--- config.mk ---
export PLATFORM = sky130hd
export DESIGN_NAME = cmpe_top
export DESIGN_NICKNAME = d
export VERILOG_FILES = /design/src/include/cmpe_pkg.sv /design/src/hdl/cmpe_top.sv
export VERILOG_INCLUDE_DIRS = /design/src /design/src/include
export SDC_FILE = /design/constraint.sdc
export NUM_CORES = 1
export LEC_CHECK = 0
export BUFFER_PORTS_ARGS = -buffer_cell sky130_fd_sc_hd__buf_2
export CORE_UTILIZATION = 48
export DETAILED_ROUTE_END_ITERATION = 8
export GPL_TIMING_DRIVEN = 0
export PLACE_DENSITY = 0.81
export SLEW_MARGIN = 10
export SYNTH_ARGS = -nofsm -noshare
export SYNTH_HDL_FRONTEND = slang
export SYNTH_SLANG_ARGS = --single-unit
--- constraint.sdc ---
create_clock -name clock -period 2.1 [get_ports clock]
set_input_delay 0 -clock clock [delete_from_list [all_inputs] [get_ports clock]]
set_output_delay 0 -clock clock [all_outputs]
set_load 0.05 [all_outputs]
--- src/include/cmpe_map.svh ---
// Register offsets, field positions and reset values of the comparator
// event block. Assumes APB with 32-bit data and word-aligned registers.
// Notes on behaviour
// - ADC trigger select: six choices per comparator
// - Interrupt condition select: five choices
// - Interrupt and ADC trigger detection independent
// - Reference source: own pin, pin zero, internal
// - Output pin, true or inverted polarity
// - Interrupt enable gates the processor line
// - Software clear removes latched interrupt
// - Level interrupt persists while level holds
// - Several comparators, indexed, sharing references
// - Raw and masked interrupt status readable
// - Present output level readable
`ifndef CMPE_MAP_SVH
`define CMPE_MAP_SVH
`define CMPE_NUM 3
`define CMPE_ADDR_W 8
`define CMPE_OFF_RAW 8'h00
`define CMPE_OFF_MASKED 8'h04
`define CMPE_OFF_ENABLE 8'h08
`define CMPE_OFF_VALUE 8'h0C
`define CMPE_OFF_CFG0 8'h20
`define CMPE_CFG_STRIDE 8'h04
`define CMPE_CFG_TRIG_LSB 0
`define CMPE_CFG_INT_LSB 4
`define CMPE_CFG_REF_LSB 8
`define CMPE_CFG_INV_BIT 12
`define CMPE_CFG_RESET 32'h0000_0000
`endif

--- src/include/cmpe_pkg.sv ---
// Types of the comparator event block.
// Assumes cmpe_map.svh for the numbers.
`default_nettype none
package cmpe_pkg;
    typedef enum logic [2:0] {
        adc_trigger_off = 3'h0,
        adc_trigger_level_high = 3'h1,
        adc_trigger_level_low = 3'h2,
        adc_trigger_falling = 3'h3,
        adc_trigger_rising = 3'h4,
        adc_trigger_any_edge = 3'h5
    } cmpe_trig_t;
    typedef enum logic [2:0] {
        int_level_high = 3'h0,
        int_level_low = 3'h1,
        int_falling = 3'h2,
        int_rising = 3'h3,
        int_any_edge = 3'h4
    } cmpe_int_t;
    typedef enum logic [1:0] {
        ref_own_pin = 2'h0,
        ref_shared_pin_zero = 2'h1,
        ref_internal = 2'h2
    } cmpe_ref_t;
    typedef struct packed {
        logic invert;
        cmpe_ref_t reference_source_select;
        cmpe_int_t int_select;
        cmpe_trig_t adc_trigger_select;
    } cmpe_cfg_t;
endpackage
`default_nettype wire

--- src/hdl/cmpe_top.sv ---
// Comparator event logic: config, sync, detection, status over APB.
// Assumes analog comparators outside; their outputs are asynchronous.
//
// The APB slave port and the register offsets are this design's own decisions.
`timescale 1ns/1ps
`default_nettype none
`include "cmpe_map.svh"
module cmpe_top (
    // Clock and reset
    input wire logic clock,
    input wire logic rst_n,
    // APB slave
    input wire logic psel,
    input wire logic penable,
    input wire logic pwrite,
    input wire logic [31:0] paddr,
    input wire logic [31:0] pwdata,
    output logic [31:0] prdata,
    output logic pready,
    output logic pslverr,
    // Analog side
    input wire logic [`CMPE_NUM-1:0] comp_raw,
    output logic [`CMPE_NUM-1:0] ref_use_own_pin,
    output logic [`CMPE_NUM-1:0] ref_use_pin_zero,
    output logic [`CMPE_NUM-1:0] ref_use_internal,
    // Output pins, ADC and processor
    output logic [`CMPE_NUM-1:0] comp_pin_out,
    output logic [`CMPE_NUM-1:0] adc_trigger,
    output logic irq
);
    localparam int N = `CMPE_NUM;
    cmpe_pkg::cmpe_cfg_t cfg [N];
    logic [N-1:0] sync1, sync2, prev, raw, enable;
    logic [N-1:0] rise, fall, int_hit, next_raw;
    logic wr, rd_ok;
    logic [`CMPE_ADDR_W-1:0] a;

    // Zero-wait slave; every access completes in its access phase
    assign pready = 1'b1;
    assign a = paddr[`CMPE_ADDR_W-1:0];
    assign wr = psel && penable && pwrite;

    // Two-flop synchroniser; sync1 feeds only sync2
    always_ff @(posedge clock or negedge rst_n) begin
        if (!rst_n) begin
            sync1 <= '0;
            sync2 <= '0;
            prev <= '0;
        end else begin
            sync1 <= comp_raw;
            sync2 <= sync1;
            prev <= sync2;
        end
    end

    // Edge pulses last one cycle per transition
    assign rise = sync2 & ~prev;
    assign fall = ~sync2 & prev;

    // Per-comparator decode and trigger, one shared internal reference
    for (genvar i = 0; i < N; i++) begin : g_comp
        always_ff @(posedge clock or negedge rst_n) begin
            if (!rst_n) begin
                cfg[i] <= cmpe_pkg::cmpe_cfg_t'(9'(`CMPE_CFG_RESET));
            end else if (wr && a == `CMPE_OFF_CFG0 + 8'(i * 4)) begin
                cfg[i].adc_trigger_select <= cmpe_pkg::cmpe_trig_t'(
                    pwdata[`CMPE_CFG_TRIG_LSB +: 3]);
                cfg[i].int_select <= cmpe_pkg::cmpe_int_t'(
                    pwdata[`CMPE_CFG_INT_LSB +: 3]);
                cfg[i].reference_source_select <= cmpe_pkg::cmpe_ref_t'(
                    pwdata[`CMPE_CFG_REF_LSB +: 2]);
                cfg[i].invert <= pwdata[`CMPE_CFG_INV_BIT];
            end
        end

        // Comparator zero's shared pin is its own pin
        assign ref_use_own_pin[i] = cfg[i].reference_source_select ==
            cmpe_pkg::ref_own_pin || (i == 0 &&
            cfg[i].reference_source_select == cmpe_pkg::ref_shared_pin_zero);
        assign ref_use_pin_zero[i] = i != 0 &&
            cfg[i].reference_source_select == cmpe_pkg::ref_shared_pin_zero;
        assign ref_use_internal[i] = cfg[i].reference_source_select ==
            cmpe_pkg::ref_internal;

        // Interrupt condition, separate from trigger selection
        always_comb begin
            case (cfg[i].int_select)
                cmpe_pkg::int_level_high: int_hit[i] = sync2[i];
                cmpe_pkg::int_level_low: int_hit[i] = ~sync2[i];
                cmpe_pkg::int_falling: int_hit[i] = fall[i];
                cmpe_pkg::int_rising: int_hit[i] = rise[i];
                cmpe_pkg::int_any_edge: int_hit[i] = rise[i] | fall[i];
                default: int_hit[i] = 1'b0;
            endcase
        end

        // Trigger registered so the ADC sees a clean flop output
        always_ff @(posedge clock or negedge rst_n) begin
            if (!rst_n) begin
                adc_trigger[i] <= 1'b0;
                comp_pin_out[i] <= 1'b0;
            end else begin
                comp_pin_out[i] <= sync2[i] ^ cfg[i].invert;
                case (cfg[i].adc_trigger_select)
                    cmpe_pkg::adc_trigger_off: adc_trigger[i] <= 1'b0;
                    cmpe_pkg::adc_trigger_level_high:
                        adc_trigger[i] <= sync2[i];
                    cmpe_pkg::adc_trigger_level_low:
                        adc_trigger[i] <= ~sync2[i];
                    cmpe_pkg::adc_trigger_falling: adc_trigger[i] <= fall[i];
                    cmpe_pkg::adc_trigger_rising: adc_trigger[i] <= rise[i];
                    cmpe_pkg::adc_trigger_any_edge:
                        adc_trigger[i] <= rise[i] | fall[i];
                    default: adc_trigger[i] <= 1'b0;
                endcase
            end
        end
    end

    // Set wins over clear, so a held level re-asserts at once
    always_comb begin
        next_raw = raw;
        if (wr && a == `CMPE_OFF_RAW) begin
            next_raw = raw & ~pwdata[N-1:0];
        end
        next_raw = next_raw | int_hit;
    end

    always_ff @(posedge clock or negedge rst_n) begin
        if (!rst_n) begin
            raw <= '0;
        end else begin
            raw <= next_raw;
        end
    end

    // Interrupt enable register
    always_ff @(posedge clock or negedge rst_n) begin
        if (!rst_n) begin
            enable <= '0;
        end else if (wr && a == `CMPE_OFF_ENABLE) begin
            enable <= pwdata[N-1:0];
        end
    end

    // Gated interrupt toward the processor
    always_ff @(posedge clock or negedge rst_n) begin
        if (!rst_n) begin
            irq <= 1'b0;
        end else begin
            irq <= |(next_raw & enable);
        end
    end

    // Read decode; unmapped addresses read zero with pslverr
    always_comb begin
        prdata = 32'h0000_0000;
        rd_ok = 1'b1;
        case (a)
            `CMPE_OFF_RAW: prdata[N-1:0] = raw;
            `CMPE_OFF_MASKED: prdata[N-1:0] = raw & enable;
            `CMPE_OFF_ENABLE: prdata[N-1:0] = enable;
            `CMPE_OFF_VALUE: prdata[N-1:0] = sync2;
            default: begin
                rd_ok = 1'b0;
                for (int k = 0; k < N; k++) begin
                    if (a == `CMPE_OFF_CFG0 + 8'(k * 4)) begin
                        rd_ok = 1'b1;
                        // Same field places as a write, so it reads back
                        prdata[`CMPE_CFG_TRIG_LSB +: 3] =
                            cfg[k].adc_trigger_select;
                        prdata[`CMPE_CFG_INT_LSB +: 3] = cfg[k].int_select;
                        prdata[`CMPE_CFG_REF_LSB +: 2] =
                            cfg[k].reference_source_select;
                        prdata[`CMPE_CFG_INV_BIT] = cfg[k].invert;
                    end
                end
            end
        endcase
    end
    assign pslverr = psel && penable && !rd_ok;

    // Disabled comparators never reach the processor line
    irq_gate_a: assert property (@(posedge clock)
        disable iff (!rst_n) irq |-> |(raw & $past(enable)))
        else $error("irq without enabled pending");
    clear_level_a: assert property (@(posedge clock)
        disable iff (!rst_n)
        (wr && a == `CMPE_OFF_RAW && pwdata[0] && !int_hit[0]) |=> !raw[0])
        else $error("clear did not remove flag");
    level_hold_a: assert property (@(posedge clock)
        disable iff (!rst_n) int_hit[1] |=> raw[1])
        else $error("level interrupt lost");
    sync_two_a: assert property (@(posedge clock)
        disable iff (!rst_n) sync2 == $past(comp_raw, 2) || $past(!rst_n, 2))
        else $error("sync depth wrong");
    rise_pulse_a: assert property (@(posedge clock)
        disable iff (!rst_n) rise[2] |=> !rise[2])
        else $error("edge pulse longer than one cycle");
    masked_read_a: assert property (@(posedge clock)
        disable iff (!rst_n)
        a == `CMPE_OFF_MASKED |-> prdata[N-1:0] == (raw & enable))
        else $error("masked status wrong");
    value_read_a: assert property (@(posedge clock)
        disable iff (!rst_n) a == `CMPE_OFF_VALUE && !$past(!rst_n, 2)
        |-> prdata[N-1:0] == $past(comp_raw, 2))
        else $error("value read wrong");
    trig_rise_a: assert property (@(posedge clock)
        disable iff (!rst_n)
        (cfg[2].adc_trigger_select == cmpe_pkg::adc_trigger_rising
        && $stable(cfg[2]) && rise[2]) |=> adc_trigger[2])
        else $error("rising trigger missed");
    pin_pol_a: assert property (@(posedge clock)
        disable iff (!rst_n)
        comp_pin_out[0] == ($past(sync2[0]) ^ $past(cfg[0].invert)))
        else $error("pin polarity wrong");
    // Trigger acts on its own setting, whatever the interrupt does
    trig_off_a: assert property (@(posedge clock)
        disable iff (!rst_n)
        cfg[2].adc_trigger_select == cmpe_pkg::adc_trigger_off
        |=> !adc_trigger[2])
        else $error("trigger while off");
    trig_low_a: assert property (@(posedge clock)
        disable iff (!rst_n)
        cfg[2].adc_trigger_select == cmpe_pkg::adc_trigger_level_low
        |=> adc_trigger[2] == !$past(sync2[2]))
        else $error("low level trigger wrong");
    fall_pulse_a: assert property (@(posedge clock)
        disable iff (!rst_n) fall[2] |=> !fall[2])
        else $error("fall pulse longer than one cycle");
    mask_off_a: assert property (@(posedge clock)
        disable iff (!rst_n) enable == '0 |=> !irq)
        else $error("irq with all enables off");
    flag_hold_a: assert property (@(posedge clock)
        disable iff (!rst_n)
        raw[2] && !(wr && a == `CMPE_OFF_RAW && pwdata[2]) |=> raw[2])
        else $error("flag lost without clear");
endmodule
`default_nettype wire

==> key figures <==
Clock tree
  • Sinks on Clock Net: 49
  • Clock buffer count from CTS: 5
  • Clk_lat worst skew: 0.30 ns
  • Max Root-Sink Buffers: 2
  • H-tree levels: 2
  • Root Buffer: clkbuf_8
  • CTS tree: built
  • Setup bufs post-CTS: 0
  • Worst-path clk slew: 0.09 ns

Worst hold path
  • Hold path start: pwdata[0]
  • Worst min-delay path class: input pin to flop
  • Hold depth: 2
  • Hold path endpoint: cfg[9]

Critical path
  • Worst path arrival time: 2.14 ns
  • Crit path max-delay family: flip-flops
  • Worst setup startpoint: sync2[0]
  • Reg-to-reg critical path startpoint: sync2[0]
  • Max FO, Critical Path: 7
  • Critical-path cell list: inv_1 -> ha_1 -> or3b_2 -> o211ai_1 -> a22oi_1 -> o221ai_1
  • Worst reg2reg endpoint: irq
  • Startpoint Class: flop
  • Crit Path Class: flop to flop
  • Worst Setup End Kind: flop
  • Required @ worst endpoint: 2.31 ns
  • Slowest cell on crit path: dfrtp_1
  • Buffers & Inverters on Critical Path: 1
  • Crit-path max cell delay: 0.52 ns
  • R2R cell count: 6
  • R2r setup slk: 0.17 ns

Placed design
  • HPWL Detailed: 4.32 mm
  • PortBufs: 47
  • Placer Congestion: 0.907
  • Post-place instance area: 0.00322 mm²
  • Dpl ws: 0.0677 ns

Outcome
  • Status: complete, no violations

Timing
  • Slew @ Worst Pin: 0.523 ns
  • Setup ws final: 0.171 ns
  • Post-layout min period: 1.93 ns
  • Slew Viols, Final: 0
  • Setup Skew: 0.00406 ns
  • Fin crit share: 91.9%
  • Setup TNS: 0 ns
  • Fmax: 0.518 GHz
  • Final setup violation count: 0
  • Hold Fails Final Rpt: 0
  • Unrepaired setup endpoints after global routing: no
  • Relative slew slack: 65.2%

Die
  • Die W: 78.4 µm
  • Initial Util: 50.2%
  • Die Area: 0.00614 mm²
  • Die Height: 78.4 µm
  • Row cnt: 27
  • Ports: 122
  • Core Area: 0.00557 mm²

Synth
  • Avg Cell Area, Syn: 11.1 µm²
  • Area leader, netlist: dfrtp_1
  • Flops & latches, synth: 49
  • Top cells by area, synth: dfrtp_1 44%, buf_4 7.0%, mux2_4 4.8%
  • Cells after Synth: 252
  • Synthesis warning total: 0
  • Post-synth top area share: 43.8%
  • Post-synthesis sequential area ratio: 43.8%
  • Synthesized area: 0.00280 mm²
  • Netlist cell types: 48

Global routing
  • Total track usage: 20.4%
  • Largest net degree at the start of global routing: 50
  • Vias in the first global route: 2005
  • GR Overflow Total: 0
  • First-pass GRT wire length: 9.55 mm
  • Initial antenna violation count: 0

Cells and area
  • Multi-input gate area: 0.00135 mm²
  • P&R area growth vs syn: 24.0%
  • Count of nets after finishing: 419
  • Reg area: 0.00123 mm²
  • Post-route cell area: 0.00347 mm²
  • Inserted Diodes: 0
  • Share of cells above drive strength 1: 35.1%
  • Fillers: 459

Drt
  • 1st-pass router iterations: 4
  • Final WL: 5.74 mm
  • DR vias/cell: 4.98
  • Drt wl/cell: 13.9 µm
  • Routed Antenna Nets: 0
  • Initial drt markers: 76
  • # DRC: 0
  • Via count: 2062

Run
  • Max Cap Viol: 0

Power and ir drop
  • Worst vdd ir: 0.000516 V
  • PD cells: 589 mW/mm²
  • Leakage: 0.00181 µW
==> worst max path at each step <==
stage                      to  slack (ns)  cells after the start
after floorplan           irq        0.30                      7
after global placement    irq        0.09                      7
after detailed placement  irq        0.07                      7
after CTS                 irq       0.001                      7
after global routing      irq      0.0002                      6
final                     irq        0.17                      6
==> routing by layer <==
metal,share of wire (%),global-route usage [%],vias to the layer above
li1,-,-,1009
met1,43,25.1,986
met2,51,36.1,59
met3,4.5,3.72,8
met4,1.4,6.30,0
met5,0,0,-
==> registers in the layout, indices dropped and copies added (netlist names) <==
| name | flops |
|---|---|
| comp_pin_out | 3 |
| prev | 3 |
| sync1 | 3 |
| sync2 | 3 |
| irq | 1 |
| raw | 3 |
| enable | 3 |
| adc_trigger | 3 |
| cfg | 27 |
==> cell families (layout without fill, tap and decap cells) <==
logic type / count (synthesis) / count (layout) / synth area share [%]
and+or+nand+nor: 53 / 53 / 12.7
buffers and inverters: 53 / 120 / 11.2
DFF: 49 / 49 / 43.8
muxes: 43 / 43 / 17.9
AOI/OAI and AO/OA: 40 / 40 / 9.61
adders and majority gates: 6 / 6 / 2.68
xor gates and xnor gates: 6 / 6 / 1.88
other: 2 / 25 / 0.268
==> synth_stat cells, drive strengths merged <==
library cell,number
a21o,1
nand3,2
ha,6
nor4b,2
xnor2,2
nand3b,1
o211a,1
xor2,4
or3,1
nor2,7
or2,2
dfrtp,49
a41oi,1
mux2i,13
o21ai,13
nor2b,4
a22oi,2
a21oi,1
conb,2
o31ai,1
nor4,1
nand2b,3
nor3b,3
buf,29
nand4b,1
nor3,2
and3,2
o211ai,6
o221ai,5
o22ai,7
nand2,17
a31o,1
inv,21
mux2,30
and2,1
clkbuf,3
nand4,2
a311oi,1
or3b,2
==> area by class of cell <==
class | instances | area share, %
Buffer | 31 | 6.63
Clock buffer | 5 | 1.98
Clock inverter | 3 | 1.37
Inverter | 21 | 2.27
Multi-Input combinational cell | 173 | 39.0
Sequential cell | 49 | 35.4
Tap cell | 72 | 2.59
Timing Repair Buffer | 60 | 10.8
==> where the power goes <==
part,internal [µW],switching [µW]
Combinational,123,235
Sequential,966,21.5
Clock,364,336
Total,1450,592
==> layout by cell type, fill, tap and decap left out, types with 2 or more instances in the layout <==
cell type      synthesis  routed
buf_2                  1      48
dfrtp_1               49      48
buf_4                 26      26
conb_1                 2      25
inv_1                 21      21
nand2_1               16      16
o21ai_0               13      13
mux2i_1               13      13
dlygate4sd3_1          0      12
mux2_2                11      11
mux2_1                10      10
mux2_4                 9       9
o22ai_1                7       7
o211ai_1               6       6
ha_1                   6       6
o221ai_1               5       5
nor2_1                 5       5
clkbuf_8               0       5
xor2_1                 4       4
nor2b_1                4       4
nand2b_1               3       3
nor3b_1                3       3
clkbuf_1               3       2
buf_6                  2       2
nand3_1                2       2
or2_2                  2       2
and3_1                 2       2
xnor2_1                2       2
or3b_2                 2       2
nand4_1                2       2
a22oi_1                2       2
inv_6                  0       2
==> worst register-to-register path: stages, from the launching register on <==
cell,delay [ns]
dfrtp_1,0.52
inv_1,0.08
ha_1,0.32
or3b_2,0.45
o211ai_1,0.11
a22oi_1,0.12
o221ai_1,0.23
==> metrics by stage <==
stage,util (%),hold WS (ns),instances,power (µW)
4_1_cts,62.0,0.00758,414,2050
6_report,62.3,0.0191,414,2040
3_3_place_gp,57.7,0.107,394,1340
3_5_place_dp,57.7,0.110,394,1340
2_1_floorplan,-,-0.296,275,1260
5_1_grt,62.3,0.0110,414,2120
==> what timing repair did <==
action	CTS	global route
hold endpoints to repair	72	0
endpoints found under the setup margin	0	1
hold buffers	12	0
resized for setup	0	1
No activity file was read; power rests on OpenSTA's default activity.
